`src/hib_consts.svh`:
```
// constants for the hibernate power controller
// Function
// writing 00 to the switch rate field turns the regulator off, hibernate
// hibernate stops core and system clocks and drops internal supply to zero
// in hibernate every external pin is three-stated unless stated otherwise
// ethernet or CAN unit wake request restarts the regulator
// low level on the PHY wake pin wakes; any device may pull it
// RTC wake event or reset pin also restarts the regulator
// every wake runs the full hardware reset sequence, never resumes
// each wake source has its own enable; disabled sources never wake
// only regulator control (and RTC) survive hibernate; rest resets
// sdram clock enable held low through wake when hold-low set
// software saves critical state externally before commanding hibernate
// supply level selected in 50 mV steps, regulator follows it
// core power can be removed while I/O supply stays on
// software may change supply level and core clock at run time
// wake re-enables regulator, holds reset until supply stable, then releases
`ifndef HIB_CONSTS_SVH
`define HIB_CONSTS_SVH
`define HIB_ADDR_VRCTL 12'h000
`define HIB_ADDR_STATUS 12'h004
`define HIB_ADDR_CLKCTL 12'h008
`define HIB_RATE_LSB 0
`define HIB_RATE_OFF 2'h0
`define HIB_RATE_RST 2'h3
`define HIB_LEVEL_LSB 4
`define HIB_LEVEL_RST 4'h8
`define HIB_WAKE_EN_LSB 8
`define HIB_WAKE_EN_RST 5'h10
`define HIB_HOLD_BIT 13
`define HIB_CORE_OFF_BIT 14
`define HIB_CORE_DIV_RST 4'h1
`define HIB_SYS_DIV_RST 4'h4
`define HIB_CORE_DIV_LSB 0
`define HIB_SYS_DIV_LSB 4
`define HIB_ST_STATE_LSB 0
`define HIB_ST_CAUSE_LSB 8
`define HIB_ST_STABLE_BIT 16
`define HIB_ST_LEVEL_LSB 20
`define HIB_NSRC 5
`define HIB_SRC_ETH 0
`define HIB_SRC_CAN 1
`define HIB_SRC_PHY 2
`define HIB_SRC_RTC 3
`define HIB_SRC_RSTPIN 4
`define HIB_CLK_NS 100
`define HIB_RESET_HOLD_CYC 11
`define HIB_STEP_NS 1000
`define HIB_STEP_CYC ((`HIB_STEP_NS + `HIB_CLK_NS - 1) / `HIB_CLK_NS)
`define HIB_LEVEL_STEP_MV 50
`endif

```
`src/hib_pkg.sv`:
```
// types for the hibernate power controller
package hib_pkg;
  typedef enum logic [1:0] {
    ST_RUN,
    ST_HIBERNATE,
    ST_POWER_UP,
    ST_RESET_SEQ
  } hib_state_e;
  typedef logic [3:0] level_t;
endpackage

```
`src/wake_detect.sv`:
```
// per-source wake qualification and cause capture
`timescale 1ns/1ps
`include "hib_consts.svh"
module wake_detect (
  input wire logic i_core_clk, // core clock
  input wire logic i_nrst, // async reset, active low
  input wire logic i_armed, // high while hibernating
  input wire logic [`HIB_NSRC-1:0] i_src, // wake requests, active high
  input wire logic [`HIB_NSRC-1:0] i_en, // per-source enables
  output logic o_wake, // one-cycle wake pulse
  output logic [`HIB_NSRC-1:0] o_cause // sources that caused the wake
);
  logic [`HIB_NSRC-1:0] hit;
  genvar g;
  generate
    for (g = 0; g < `HIB_NSRC; g = g + 1) begin : g_src
      assign hit[g] = i_src[g] & i_en[g];
    end
  endgenerate

  always_ff @(posedge i_core_clk or negedge i_nrst) begin
    if (!i_nrst) begin
      o_wake <= 1'b0;
    end else begin
      o_wake <= i_armed & (|hit) & ~o_wake;
    end
  end

  always_ff @(posedge i_core_clk or negedge i_nrst) begin
    if (!i_nrst) begin
      o_cause <= '0;
    end else if (i_armed & (|hit) & ~o_wake) begin
      o_cause <= hit;
    end
  end
endmodule

```
`src/level_stepper.sv`:
```
// regulator level ramp, one 50 mV code per step interval
`timescale 1ns/1ps
`include "hib_consts.svh"
module level_stepper
  import hib_pkg::*;
(
  input wire logic i_core_clk, // core clock
  input wire logic i_nrst, // async reset, active low
  input wire logic i_enable, // regulator on
  input wire level_t i_target, // programmed level code
  output level_t o_level // driven level code, 0 = off
);
  localparam int STEP = `HIB_STEP_CYC;
  logic [7:0] tick;
  logic step;

  // slow ramp avoids big supply jumps while the core runs
  assign step = (tick == 8'(STEP - 1));

  always_ff @(posedge i_core_clk or negedge i_nrst) begin
    if (!i_nrst) begin
      tick <= 8'h00;
    end else if (!i_enable || step || o_level == i_target) begin
      tick <= 8'h00;
    end else begin
      tick <= tick + 8'h01;
    end
  end

  always_ff @(posedge i_core_clk or negedge i_nrst) begin
    if (!i_nrst) begin
      o_level <= 4'h0;
    end else if (!i_enable) begin
      o_level <= 4'h0;
    end else if (step && o_level < i_target) begin
      o_level <= o_level + 4'h1;
    end else if (step && o_level > i_target) begin
      o_level <= o_level - 4'h1;
    end
  end
endmodule

```
`src/hib_power_ctrl.sv`:
```
// hibernate and dynamic voltage controller with apb registers
`timescale 1ns/1ps
`include "hib_consts.svh"
module hib_power_ctrl
  import hib_pkg::*;
(
  input wire logic i_core_clk, // 10 MHz clock
  input wire logic i_nrst, // async reset, active low
  input wire logic i_psel, // apb select
  input wire logic i_penable, // apb enable
  input wire logic i_pwrite, // apb direction
  input wire logic [11:0] i_paddr, // apb byte address
  input wire logic [31:0] i_pwdata, // apb write data
  output logic [31:0] o_prdata, // apb read data
  output logic o_pready, // apb ready
  output logic o_pslverr, // apb error
  input wire logic i_eth_wake, // ethernet wake request
  input wire logic i_can_wake, // can wake request
  input wire logic i_phy_wake_input_n, // phy wake pin, active low
  input wire logic i_rtc_wake, // rtc wake event
  input wire logic i_reset_pin_n, // external reset pin, active low
  input wire logic i_supply_stable, // internal supply good
  input wire logic i_sdram_clken_req, // sdram clock enable from controller
  output logic o_regulator_en, // regulator on
  output level_t o_vdd_level, // internal supply level code
  output logic o_core_pwr_en, // core power switch
  output logic o_core_clk_en, // core clock gate
  output logic o_sys_clk_en, // system clock gate
  output logic [3:0] o_core_clk_div, // core clock ratio
  output logic [3:0] o_sys_clk_div, // system clock ratio
  output logic o_pins_oe_n, // pin drivers except sdram clock enable, low = driving
  output logic o_logic_nrst, // internal logic reset, active low
  output logic o_sdram_clken, // sdram clock enable pin value
  output logic o_sdram_clken_oe_n, // sdram clock enable pin enable
  output logic o_hibernate // high while hibernating
);
  hib_state_e state;
  hib_state_e next_state;
  logic [1:0] rate;
  level_t level;
  logic [`HIB_NSRC-1:0] wake_en;
  logic hold_low;
  logic core_off;
  logic [3:0] core_div;
  logic [3:0] sys_div;
  logic [3:0] hold_cnt;
  logic sdram_held;
  logic wake;
  logic [`HIB_NSRC-1:0] cause;
  logic [`HIB_NSRC-1:0] srcs;
  level_t ramp_level;
  logic access;
  logic wr;
  logic rd;
  logic hit_vr;
  logic hit_st;
  logic hit_clk;
  logic bad;
  logic enter_hib;
  logic running;
  logic [31:0] vr_word;
  logic [31:0] st_word;
  logic [31:0] clk_word;
  logic [31:0] next_rdata;

  assign running = (state == ST_RUN);
  // bus ignores writes and answers every access with an error outside the run state
  assign access = i_psel & i_penable;
  assign wr = access & o_pready & i_pwrite & running;
  assign rd = access & ~o_pready;

  always_comb begin
    hit_vr = 1'b0;
    hit_st = 1'b0;
    hit_clk = 1'b0;
    if (i_paddr == `HIB_ADDR_VRCTL) begin
      hit_vr = 1'b1;
    end else if (i_paddr == `HIB_ADDR_STATUS) begin
      hit_st = 1'b1;
    end else if (i_paddr == `HIB_ADDR_CLKCTL) begin
      hit_clk = 1'b1;
    end
  end

  assign bad = ~(hit_vr | hit_st | hit_clk) | (hit_st & i_pwrite) | ~running;
  assign enter_hib = wr & hit_vr &
    (i_pwdata[`HIB_RATE_LSB +: 2] == `HIB_RATE_OFF);

  // words built field by field so the layout lives in one place
  always_comb begin
    vr_word = 32'h00000000;
    vr_word[`HIB_RATE_LSB +: 2] = rate;
    vr_word[`HIB_LEVEL_LSB +: 4] = level;
    vr_word[`HIB_WAKE_EN_LSB +: `HIB_NSRC] = wake_en;
    vr_word[`HIB_HOLD_BIT] = hold_low;
    vr_word[`HIB_CORE_OFF_BIT] = core_off;
  end

  always_comb begin
    st_word = 32'h00000000;
    st_word[`HIB_ST_STATE_LSB +: 2] = state;
    st_word[`HIB_ST_CAUSE_LSB +: `HIB_NSRC] = cause;
    st_word[`HIB_ST_STABLE_BIT] = i_supply_stable;
    st_word[`HIB_ST_LEVEL_LSB +: 4] = ramp_level;
  end

  always_comb begin
    clk_word = 32'h00000000;
    clk_word[`HIB_CORE_DIV_LSB +: 4] = core_div;
    clk_word[`HIB_SYS_DIV_LSB +: 4] = sys_div;
  end

  always_comb begin
    next_rdata = 32'h00000000;
    if (hit_vr) begin
      next_rdata = vr_word;
    end else if (hit_st) begin
      next_rdata = st_word;
    end else if (hit_clk) begin
      next_rdata = clk_word;
    end
  end

  // one wait state: ready rises in the second access cycle
  always_ff @(posedge i_core_clk or negedge i_nrst) begin
    if (!i_nrst) begin
      o_pready <= 1'b0;
      o_pslverr <= 1'b0;
      o_prdata <= 32'h00000000;
    end else begin
      o_pready <= rd;
      o_pslverr <= rd & bad;
      if (rd && !i_pwrite && !bad) begin
        o_prdata <= next_rdata;
      end else if (rd) begin
        o_prdata <= 32'h00000000;
      end
    end
  end

  // regulator control survives hibernate: only the async reset i_nrst clears it, but power-up resets a rate of 00
  always_ff @(posedge i_core_clk or negedge i_nrst) begin
    if (!i_nrst) begin
      rate <= `HIB_RATE_RST;
      level <= `HIB_LEVEL_RST;
      wake_en <= `HIB_WAKE_EN_RST;
      hold_low <= 1'b0;
      core_off <= 1'b0;
    end else if (wr && hit_vr && !bad) begin
      rate <= i_pwdata[`HIB_RATE_LSB +: 2];
      level <= i_pwdata[`HIB_LEVEL_LSB +: 4];
      wake_en <= i_pwdata[`HIB_WAKE_EN_LSB +: `HIB_NSRC];
      hold_low <= i_pwdata[`HIB_HOLD_BIT];
      core_off <= i_pwdata[`HIB_CORE_OFF_BIT];
    end else if (state == ST_POWER_UP && rate == `HIB_RATE_OFF) begin
      // so the rate reads back at its reset value; hibernate entry only follows a write of 00
      rate <= `HIB_RATE_RST;
    end
  end

  // clock ratios are volatile and come back at defaults
  always_ff @(posedge i_core_clk or negedge i_nrst) begin
    if (!i_nrst) begin
      core_div <= `HIB_CORE_DIV_RST;
      sys_div <= `HIB_SYS_DIV_RST;
    end else if (state == ST_HIBERNATE) begin
      core_div <= `HIB_CORE_DIV_RST;
      sys_div <= `HIB_SYS_DIV_RST;
    end else if (wr && hit_clk && !bad) begin
      core_div <= i_pwdata[`HIB_CORE_DIV_LSB +: 4];
      sys_div <= i_pwdata[`HIB_SYS_DIV_LSB +: 4];
    end
  end

  always_comb begin
    srcs = '0;
    srcs[`HIB_SRC_ETH] = i_eth_wake;
    srcs[`HIB_SRC_CAN] = i_can_wake;
    srcs[`HIB_SRC_PHY] = ~i_phy_wake_input_n;
    srcs[`HIB_SRC_RTC] = i_rtc_wake;
    srcs[`HIB_SRC_RSTPIN] = ~i_reset_pin_n;
  end

  wake_detect u_wake (
    .i_core_clk(i_core_clk),
    .i_nrst(i_nrst),
    .i_armed(state == ST_HIBERNATE),
    .i_src(srcs),
    .i_en(wake_en),
    .o_wake(wake),
    .o_cause(cause)
  );

  level_stepper u_level (
    .i_core_clk(i_core_clk),
    .i_nrst(i_nrst),
    .i_enable(state != ST_HIBERNATE),
    .i_target(level),
    .o_level(ramp_level)
  );

  always_comb begin
    next_state = state;
    case (state)
      ST_RUN: begin
        if (enter_hib) begin
          next_state = ST_HIBERNATE;
        end
      end
      ST_HIBERNATE: begin
        if (wake) begin
          next_state = ST_POWER_UP;
        end
      end
      ST_POWER_UP: begin
        if (i_supply_stable) begin
          next_state = ST_RESET_SEQ;
        end
      end
      ST_RESET_SEQ: begin
        if (hold_cnt == 4'(`HIB_RESET_HOLD_CYC - 1)) begin
          next_state = ST_RUN;
        end
      end
      default: begin
        next_state = ST_RUN;
      end
    endcase
  end

  always_ff @(posedge i_core_clk or negedge i_nrst) begin
    if (!i_nrst) begin
      state <= ST_RUN;
    end else begin
      state <= next_state;
    end
  end

  always_ff @(posedge i_core_clk or negedge i_nrst) begin
    if (!i_nrst) begin
      hold_cnt <= 4'h0;
    end else if (state == ST_RESET_SEQ) begin
      hold_cnt <= hold_cnt + 4'h1;
    end else begin
      hold_cnt <= 4'h0;
    end
  end

  // sdram hold is armed at hibernate entry, released by software clearing the bit
  always_ff @(posedge i_core_clk or negedge i_nrst) begin
    if (!i_nrst) begin
      sdram_held <= 1'b0;
    end else if (enter_hib) begin
      sdram_held <= i_pwdata[`HIB_HOLD_BIT];
    end else if (!hold_low) begin
      sdram_held <= 1'b0;
    end
  end

  always_ff @(posedge i_core_clk or negedge i_nrst) begin
    if (!i_nrst) begin
      o_regulator_en <= 1'b1;
    end else begin
      o_regulator_en <= (next_state != ST_HIBERNATE);
    end
  end

  // level drops at once in hibernate instead of waiting for the ramp
  always_ff @(posedge i_core_clk or negedge i_nrst) begin
    if (!i_nrst) begin
      o_vdd_level <= 4'h0;
    end else if (state == ST_HIBERNATE) begin
      o_vdd_level <= 4'h0;
    end else begin
      o_vdd_level <= ramp_level;
    end
  end

  always_ff @(posedge i_core_clk or negedge i_nrst) begin
    if (!i_nrst) begin
      o_core_pwr_en <= 1'b1;
    end else begin
      o_core_pwr_en <= (next_state == ST_RUN) & ~core_off;
    end
  end

  always_ff @(posedge i_core_clk or negedge i_nrst) begin
    if (!i_nrst) begin
      o_core_clk_en <= 1'b1;
      o_sys_clk_en <= 1'b1;
    end else begin
      o_core_clk_en <= (next_state == ST_RUN);
      o_sys_clk_en <= (next_state == ST_RUN);
    end
  end

  always_ff @(posedge i_core_clk or negedge i_nrst) begin
    if (!i_nrst) begin
      o_core_clk_div <= `HIB_CORE_DIV_RST;
      o_sys_clk_div <= `HIB_SYS_DIV_RST;
    end else begin
      o_core_clk_div <= core_div;
      o_sys_clk_div <= sys_div;
    end
  end

  always_ff @(posedge i_core_clk or negedge i_nrst) begin
    if (!i_nrst) begin
      o_pins_oe_n <= 1'b0;
    end else begin
      o_pins_oe_n <= (next_state == ST_HIBERNATE);
    end
  end

  always_ff @(posedge i_core_clk or negedge i_nrst) begin
    if (!i_nrst) begin
      o_logic_nrst <= 1'b0;
    end else begin
      o_logic_nrst <= (next_state == ST_RUN);
    end
  end

  always_ff @(posedge i_core_clk or negedge i_nrst) begin
    if (!i_nrst) begin
      o_hibernate <= 1'b0;
    end else begin
      o_hibernate <= (next_state == ST_HIBERNATE);
    end
  end

  always_ff @(posedge i_core_clk or negedge i_nrst) begin
    if (!i_nrst) begin
      o_sdram_clken <= 1'b0;
      o_sdram_clken_oe_n <= 1'b0;
    end else if (next_state == ST_HIBERNATE) begin
      o_sdram_clken <= 1'b0;
      o_sdram_clken_oe_n <= 1'b1;
    end else if (sdram_held || (enter_hib && i_pwdata[`HIB_HOLD_BIT])) begin
      o_sdram_clken <= 1'b0;
      o_sdram_clken_oe_n <= 1'b0;
    end else begin
      o_sdram_clken <= i_sdram_clken_req & (next_state == ST_RUN);
      o_sdram_clken_oe_n <= 1'b0;
    end
  end
endmodule

```
`config.mk`:
```
export PLATFORM = sky130hd
export DESIGN_NAME = hib_power_ctrl
export DESIGN_NICKNAME = d
export VERILOG_FILES = /design/src/hib_pkg.sv /design/src/wake_detect.sv /design/src/level_stepper.sv /design/src/hib_power_ctrl.sv
export VERILOG_INCLUDE_DIRS = /design/src
export SDC_FILE = /design/constraint.sdc
export NUM_CORES = 1
export LEC_CHECK = 0
export BUFFER_PORTS_ARGS = -buffer_cell sky130_fd_sc_hd__buf_2
export CORE_ASPECT_RATIO = 1.25
export CORE_MARGIN = 2
export CORE_UTILIZATION = 47
export DETAILED_ROUTE_END_ITERATION = 10
export MAX_ROUTING_LAYER = met4
export PLACE_DENSITY_LB_ADDON = 0.12
export SLEW_MARGIN = 25
export SYNTH_ARGS = -nofsm -noshare
export SYNTH_HDL_FRONTEND = slang
export SYNTH_HIERARCHICAL = 1
export SYNTH_SLANG_ARGS = --single-unit
```
`constraint.sdc`:
```
create_clock -name i_core_clk -period 2.4 [get_ports i_core_clk]
set_input_delay 0.48 -clock i_core_clk [delete_from_list [all_inputs] [get_ports i_core_clk]]
set_output_delay 0.48 -clock i_core_clk [all_outputs]
set_load 0.03 [all_outputs]
```
# Word level (Yosys, flattened, before mapping)
# Index checks and enable logic that the tools add are counted.
[totals]
register_bits = 99
output_inout_bits = 55
word_cells = 133
[op_classes]
bitwise_logic = 29
eq_ne = 13
mux = 33
order_cmp = 2
add_sub_neg = 4
reduce_logical = 25
[op_table]
columns = ["cell", "count"]
rows = [
  ["32-bit two-way mux", 2],
  ["24-bit two-way mux", 2],
  ["4-bit two-way mux", 9],
  ["1-bit AND", 18],
  ["8-bit two-way mux", 2],
  ["12-bit by 3-bit equality test with 1-bit output (second input constant)", 1],
  ["12-bit by 4-bit equality test with 1-bit output (second input constant)", 1],
  ["12-bit zero test", 1],
  ["2-bit two-way mux", 6],
  ["1-bit two-way mux", 11],
  ["1-bit logical AND", 10],
  ["4-bit by 1-bit adder with 4-bit output (second input constant)", 2],
  ["8-bit by 1-bit adder with 8-bit output (second input constant)", 1],
  ["8-bit by 4-bit equality test with 1-bit output (second input constant)", 1],
  ["2-bit zero test", 4],
  ["2-bit one-hot mux with 4 select lines", 1],
  ["1-bit NOT", 7],
  ["2-bit by 1-bit inequality test with 1-bit output (second input constant)", 3],
  ["2-bit nonzero test", 3],
  ["5-bit OR reduction", 1],
  ["2-bit by 1-bit equality test with 1-bit output (second input constant)", 2],
  ["2-bit equality test (second input constant)", 2],
  ["4-bit equality test", 1],
  ["4-bit equality test (second input constant)", 1],
  ["7 further kinds", 14],
]

# Longest topological paths before layout
[logic_depth]
word_depth = 12
mapped_depth = 12

# Cells and area by module
# The synthesis kept the hierarchy.
[by_module_without_submodules]
columns = ["mod", "instances", "seq_area_each_um2", "area_per_inst_um2", "cells_each"]
rows = [
  ["hib_power_ctrl", 1, 1715.4, 2935.3, 245],
  ["level_stepper", 1, 300.3, 780.7, 83],
  ["wake_detect", 1, 150.1, 277.8, 29],
]

# Least setup slack after synthesis
# Ideal clock, no wire load.
[synth_path]
path_kind = "register -> register"
start = "register level[3]"
end = "register u_level.o_level[3]"
path_slack_ns = -0.239
setup_time_ns = 0.087
path_stages_with_launch = 12
path_buffers = 0
arrival_time_ns = 2.552
cell_sequence = "dfstp_2 > inv_1 > ha_1 > a21oi_1 > nand2_1 > or2_2 > ha_1 > a21oi_1 > nand2_1 > a2111oi_0 > o21ai_0 > o211ai_1"
[synth_via]
elab_chain_cells = 4
word_cells_on_any_way = 7
classes_between = "order compare (2); eq/ne (1); mux (2); reduce/logical (2)"
[synth_rtl]
columns = ["element", "line_no", "source"]
rows = [
  ["start, declared", "hib_power_ctrl.sv:40", "level_t level;"],
  ["start signal, assigned", "hib_power_ctrl.sv:145", "level <= `HIB_LEVEL_RST;"],
  ["start signal, assigned", "hib_power_ctrl.sv:151", "level <= i_pwdata[`HIB_LEVEL_LSB +: 4];"],
  ["4-bit < comparator", "level_stepper.sv:35", "end else if (step && o_level < i_target) begin"],
  ["1-bit logical AND", "level_stepper.sv:35", ""],
  ["4-bit two-way mux", "level_stepper.sv:35", ""],
  ["4-bit two-way mux", "level_stepper.sv:33", "end else if (!i_enable) begin"],
  ["end signal, assigned", "level_stepper.sv:36", "o_level <= o_level + 4'h1;"],
  ["end signal, assigned", "level_stepper.sv:38", "o_level <= o_level - 4'h1;"],
  ["end, declared", "level_stepper.sv:11", "output level_t o_level"],
]
# Parallel ways exist; a longest one is shown, timed or not.
# A chain may end at the register's enable or synchronous reset.

# Worst setup path in the final report
[layout_path]
start = "register level[3]"
end = "register u_level.o_level[1]"
# The elaborated chain is that of the path after synthesis.

==> results.json <==
{
  "status": "finished with violations",
  "failed_checks": "negative setup slack",
  "rsz0062_at_grt": "true",
  "arrival_ps": 2720,
  "cp_max_fo": 3,
  "critPathRequiredTime_ps": 2680,
  "synth_flop_cell": "dfrtp_1",
  "die_h_um": 107.1,
  "drc": 0,
  "netlist_area_um2": 3994,
  "cts_max_level": 3,
  "ys_seq_area_share_pct": 54.23,
  "critical-path-max-stage-delay_ps": 530,
  "dp_cells": 546,
  "muxShareOfSynthArea_pct": 8.960,
  "synth.largest_area_cell": "dfrtp_1",
  "hp-class": "primary input to async pin",
  "routed_wl_um": 8607,
  "diodes": 0,
  "synth_area_per_cell_um2": 11.19,
  "die_w_um": 86.45,
  "ant_nets": 0,
  "cts_sinks": 86,
  "drive_above_1_share_pct": 37.18,
  "synth_fa_ha_area_share_pct": 3.634,
  "avgViaCountPerCell": 5.156,
  "layout_setup_ws_ps": -33.45,
  "fin_setup_tns_ps": -60.13,
  "std_cell_rows": 37,
  "synth_seq_cells": 86,
  "synthXorXnorAreaFrac_pct": 2.193,
  "maxCapViolations": 0,
  "fin_util_pct": 59.26,
  "area_delta_synth_final_pct": 22.27,
  "drtIter0Drc": 152,
  "tightest_slew_ps": 516.1,
  "overflow": 0,
  "antenna_found_initial": 0,
  "start_util_pct": 48.47,
  "fin_hold_ws_ps": 101.8,
  "numCtsBuffers": 9,
  "period_needed_ps": 2433,
  "cp_top_family": "adder cells",
  "p_per_area_nw_per_um2": 533.1,
  "cp-start-kind": "register",
  "cp_common_cell": "a21oi_2",
  "syn_inst": 357,
  "finalCritPeriodShare_pct": 101.4,
  "yosys.area.top_type_share_pct": 46.99,
  "fin_area_um2": 4883,
  "io_pins": 111,
  "worstPathCellList": "inv_1, ha_1, a21oi_2, nand2_1, or2_4, inv_2, fa_1, or3_4, a21oi_2",
  "cts-root-buf": "clkbuf_8",
  "placed_cell_area_um2": 4632,
  "layout_commonest_cell": "buf_2",
  "async_flop_share_pct": 100.0,
  "drtPass1Iterations": 4,
  "port_buffers": 81,
  "synth-simple-area-share_pct": 13.97,
  "final_cell_mix": "buf_2 (80), dfrtp_1 (75), buf_4 (31)",
  "p_leak_nw": 2.460,
  "max_slew_margin_pct": 65.59,
  "clk_latency_ps": 350,
  "vias": 2913,
  "synth_edf_count": 0,
  "grt_pass1_wl_um": 14190,
  "clock_skew_ps": 9.449,
  "path_class": "register to register",
  "grt_pass1_vias": 2953,
  "track_usage_pct": 20.45,
  "fin_nets": 530,
  "fp.dieArea_um2": 9256,
  "cts.clk_slew.worst_paths_ps": 80,
  "dp_hpwl_um": 6339,
  "ir_drop_uv": 403.8,
  "setup_viol": 2,
  "gp_congestion": 0.8253,
  "critPathSlowestCell": "dfstp_2",
  "worst-path-buf-inv": 2,
  "cts_tree": "yes",
  "synth_warnings": 6,
  "core_um2": 8240,
  "synth_top_family_by_area": "simple AND/OR/NAND/NOR gates",
  "layout.cells.non_filler": 565,
  "synth-compound-area-share_pct": 10.03,
  "finalHoldViolations": 0,
  "drv_slew": 0,
  "ys_types": 50,
  "fmax_ghz": 0.4109,
  "clock_path_buffers": 2,
  "wire_per_inst_um": 15.23,
  "yosys-top-cells-area": "dfrtp_1 (47%), dfstp_2 (7.2%), mux2i_1 (5.0%), mux2_2 (3.9%), ha_1 (3.1%)",
  "grt_max_degree": 41,
  "crit_path_end_kind": "register"
}
==> final timing paths <==
kind,from,endpoint,slack [ps],cells past startpoint
worst max-delay path,level[3]$_DFFE_PN1P_,u_level/o_level[1]$_DFFE_PN0P_,-30,9
min in group i_core_clk,i_sdram_clken_req,o_sdram_clken$_DFF_PN0_,350,3
worst max register to register,level[3]$_DFFE_PN1P_,u_level/o_level[1]$_DFFE_PN0P_,-30,9
worst min-delay path,i_nrst,o_pslverr$_DFF_PN0_,100,1
worst min register to register,sys_div[2]$_DFFE_PN1P_,o_sys_clk_div[2]$_DFF_PN1_,380,0
max in group asynchronous,i_nrst,sys_div[2]$_DFFE_PN1P_,1690,2
==> sequential cells by signal (all words and copies together) (netlist names), 2 cells and up <==
name             flops
o_core_clk_div       4
wake_en              5
level                4
o_vdd_level          4
sys_div              4
rate                 2
state                2
u_level/o_level      4
u_level/tick         8
hold_cnt             4
o_sys_clk_div        4
core_div             4
o_prdata            20
u_wake/o_cause       5
==> power by group <==
group          internal (mW)  switching, mW  leakage (nW)
sequential              1.45       0.000775          1.14
combinational         0.0435          0.102          1.22
clock                  0.506          0.501         0.102
==> final cells by class <==
type | count | area [um2]
Clock buffer | 10 | 137.6
Inverter | 26 | 97.59
Timing Repair Buffer | 112 | 653.1
Sequential cell | 86 | 2166
Fill cell | 714 | 3357
Clock inverter | 6 | 61.31
Multi-Input combinational cell | 228 | 1647
Tap cell | 97 | 121.4
==> cells by family after synthesis <==
kind of cell | Yosys count
AND/OR/NAND/NOR | 104
flip-flops | 86
XOR/XNOR | 10
AO/OA/AOI/OAI | 57
buffers and inverters | 54
adder cells (fa/ha/maj) | 11
multiplexers | 34
other | 1
==> through the flow <==
stage	power [mW]	setup WS (ps)
CTS	2.645	-49.98
global placement	1.627	-54.16
global route	2.704	-169.0
floorplan	1.557	8.218
detailed placement	1.628	-96.69
finish	2.603	-33.45
==> metal layers <==
metal  wire (um)  global-route usage (%)
met3         364                   4.080
met4         107                   8.705
met5           0                       -
met1        3929                   26.16
met2        4205                   31.76
==> Yosys cell counts (3+ instances only) <==
master / n
nor2b_1: 3
nor2_1: 28
ha_1: 10
o211ai_1: 3
buf_2: 4
buf_4: 16
inv_1: 26
clkbuf_1: 6
a21oi_1: 17
o21ai_0: 4
mux2_2: 14
o2bb2ai_1: 3
mux2i_1: 20
xnor2_1: 5
o31ai_1: 12
a32o_1: 9
dfstp_2: 11
dfrtp_1: 75
xor2_1: 5
nand3_1: 7
nand2_1: 31
and2_1: 4
or4_4: 3
nand2b_1: 5
==> timing repair <==
action	in CTS	in global routing
hold buffers	0	0
resized for setup	7	2
pin swaps	7	4
gates cloned	0	0
setup buffers	3	0
setup endpoints to repair	2	2
Note: power is estimated with default switching activity, not from simulation.
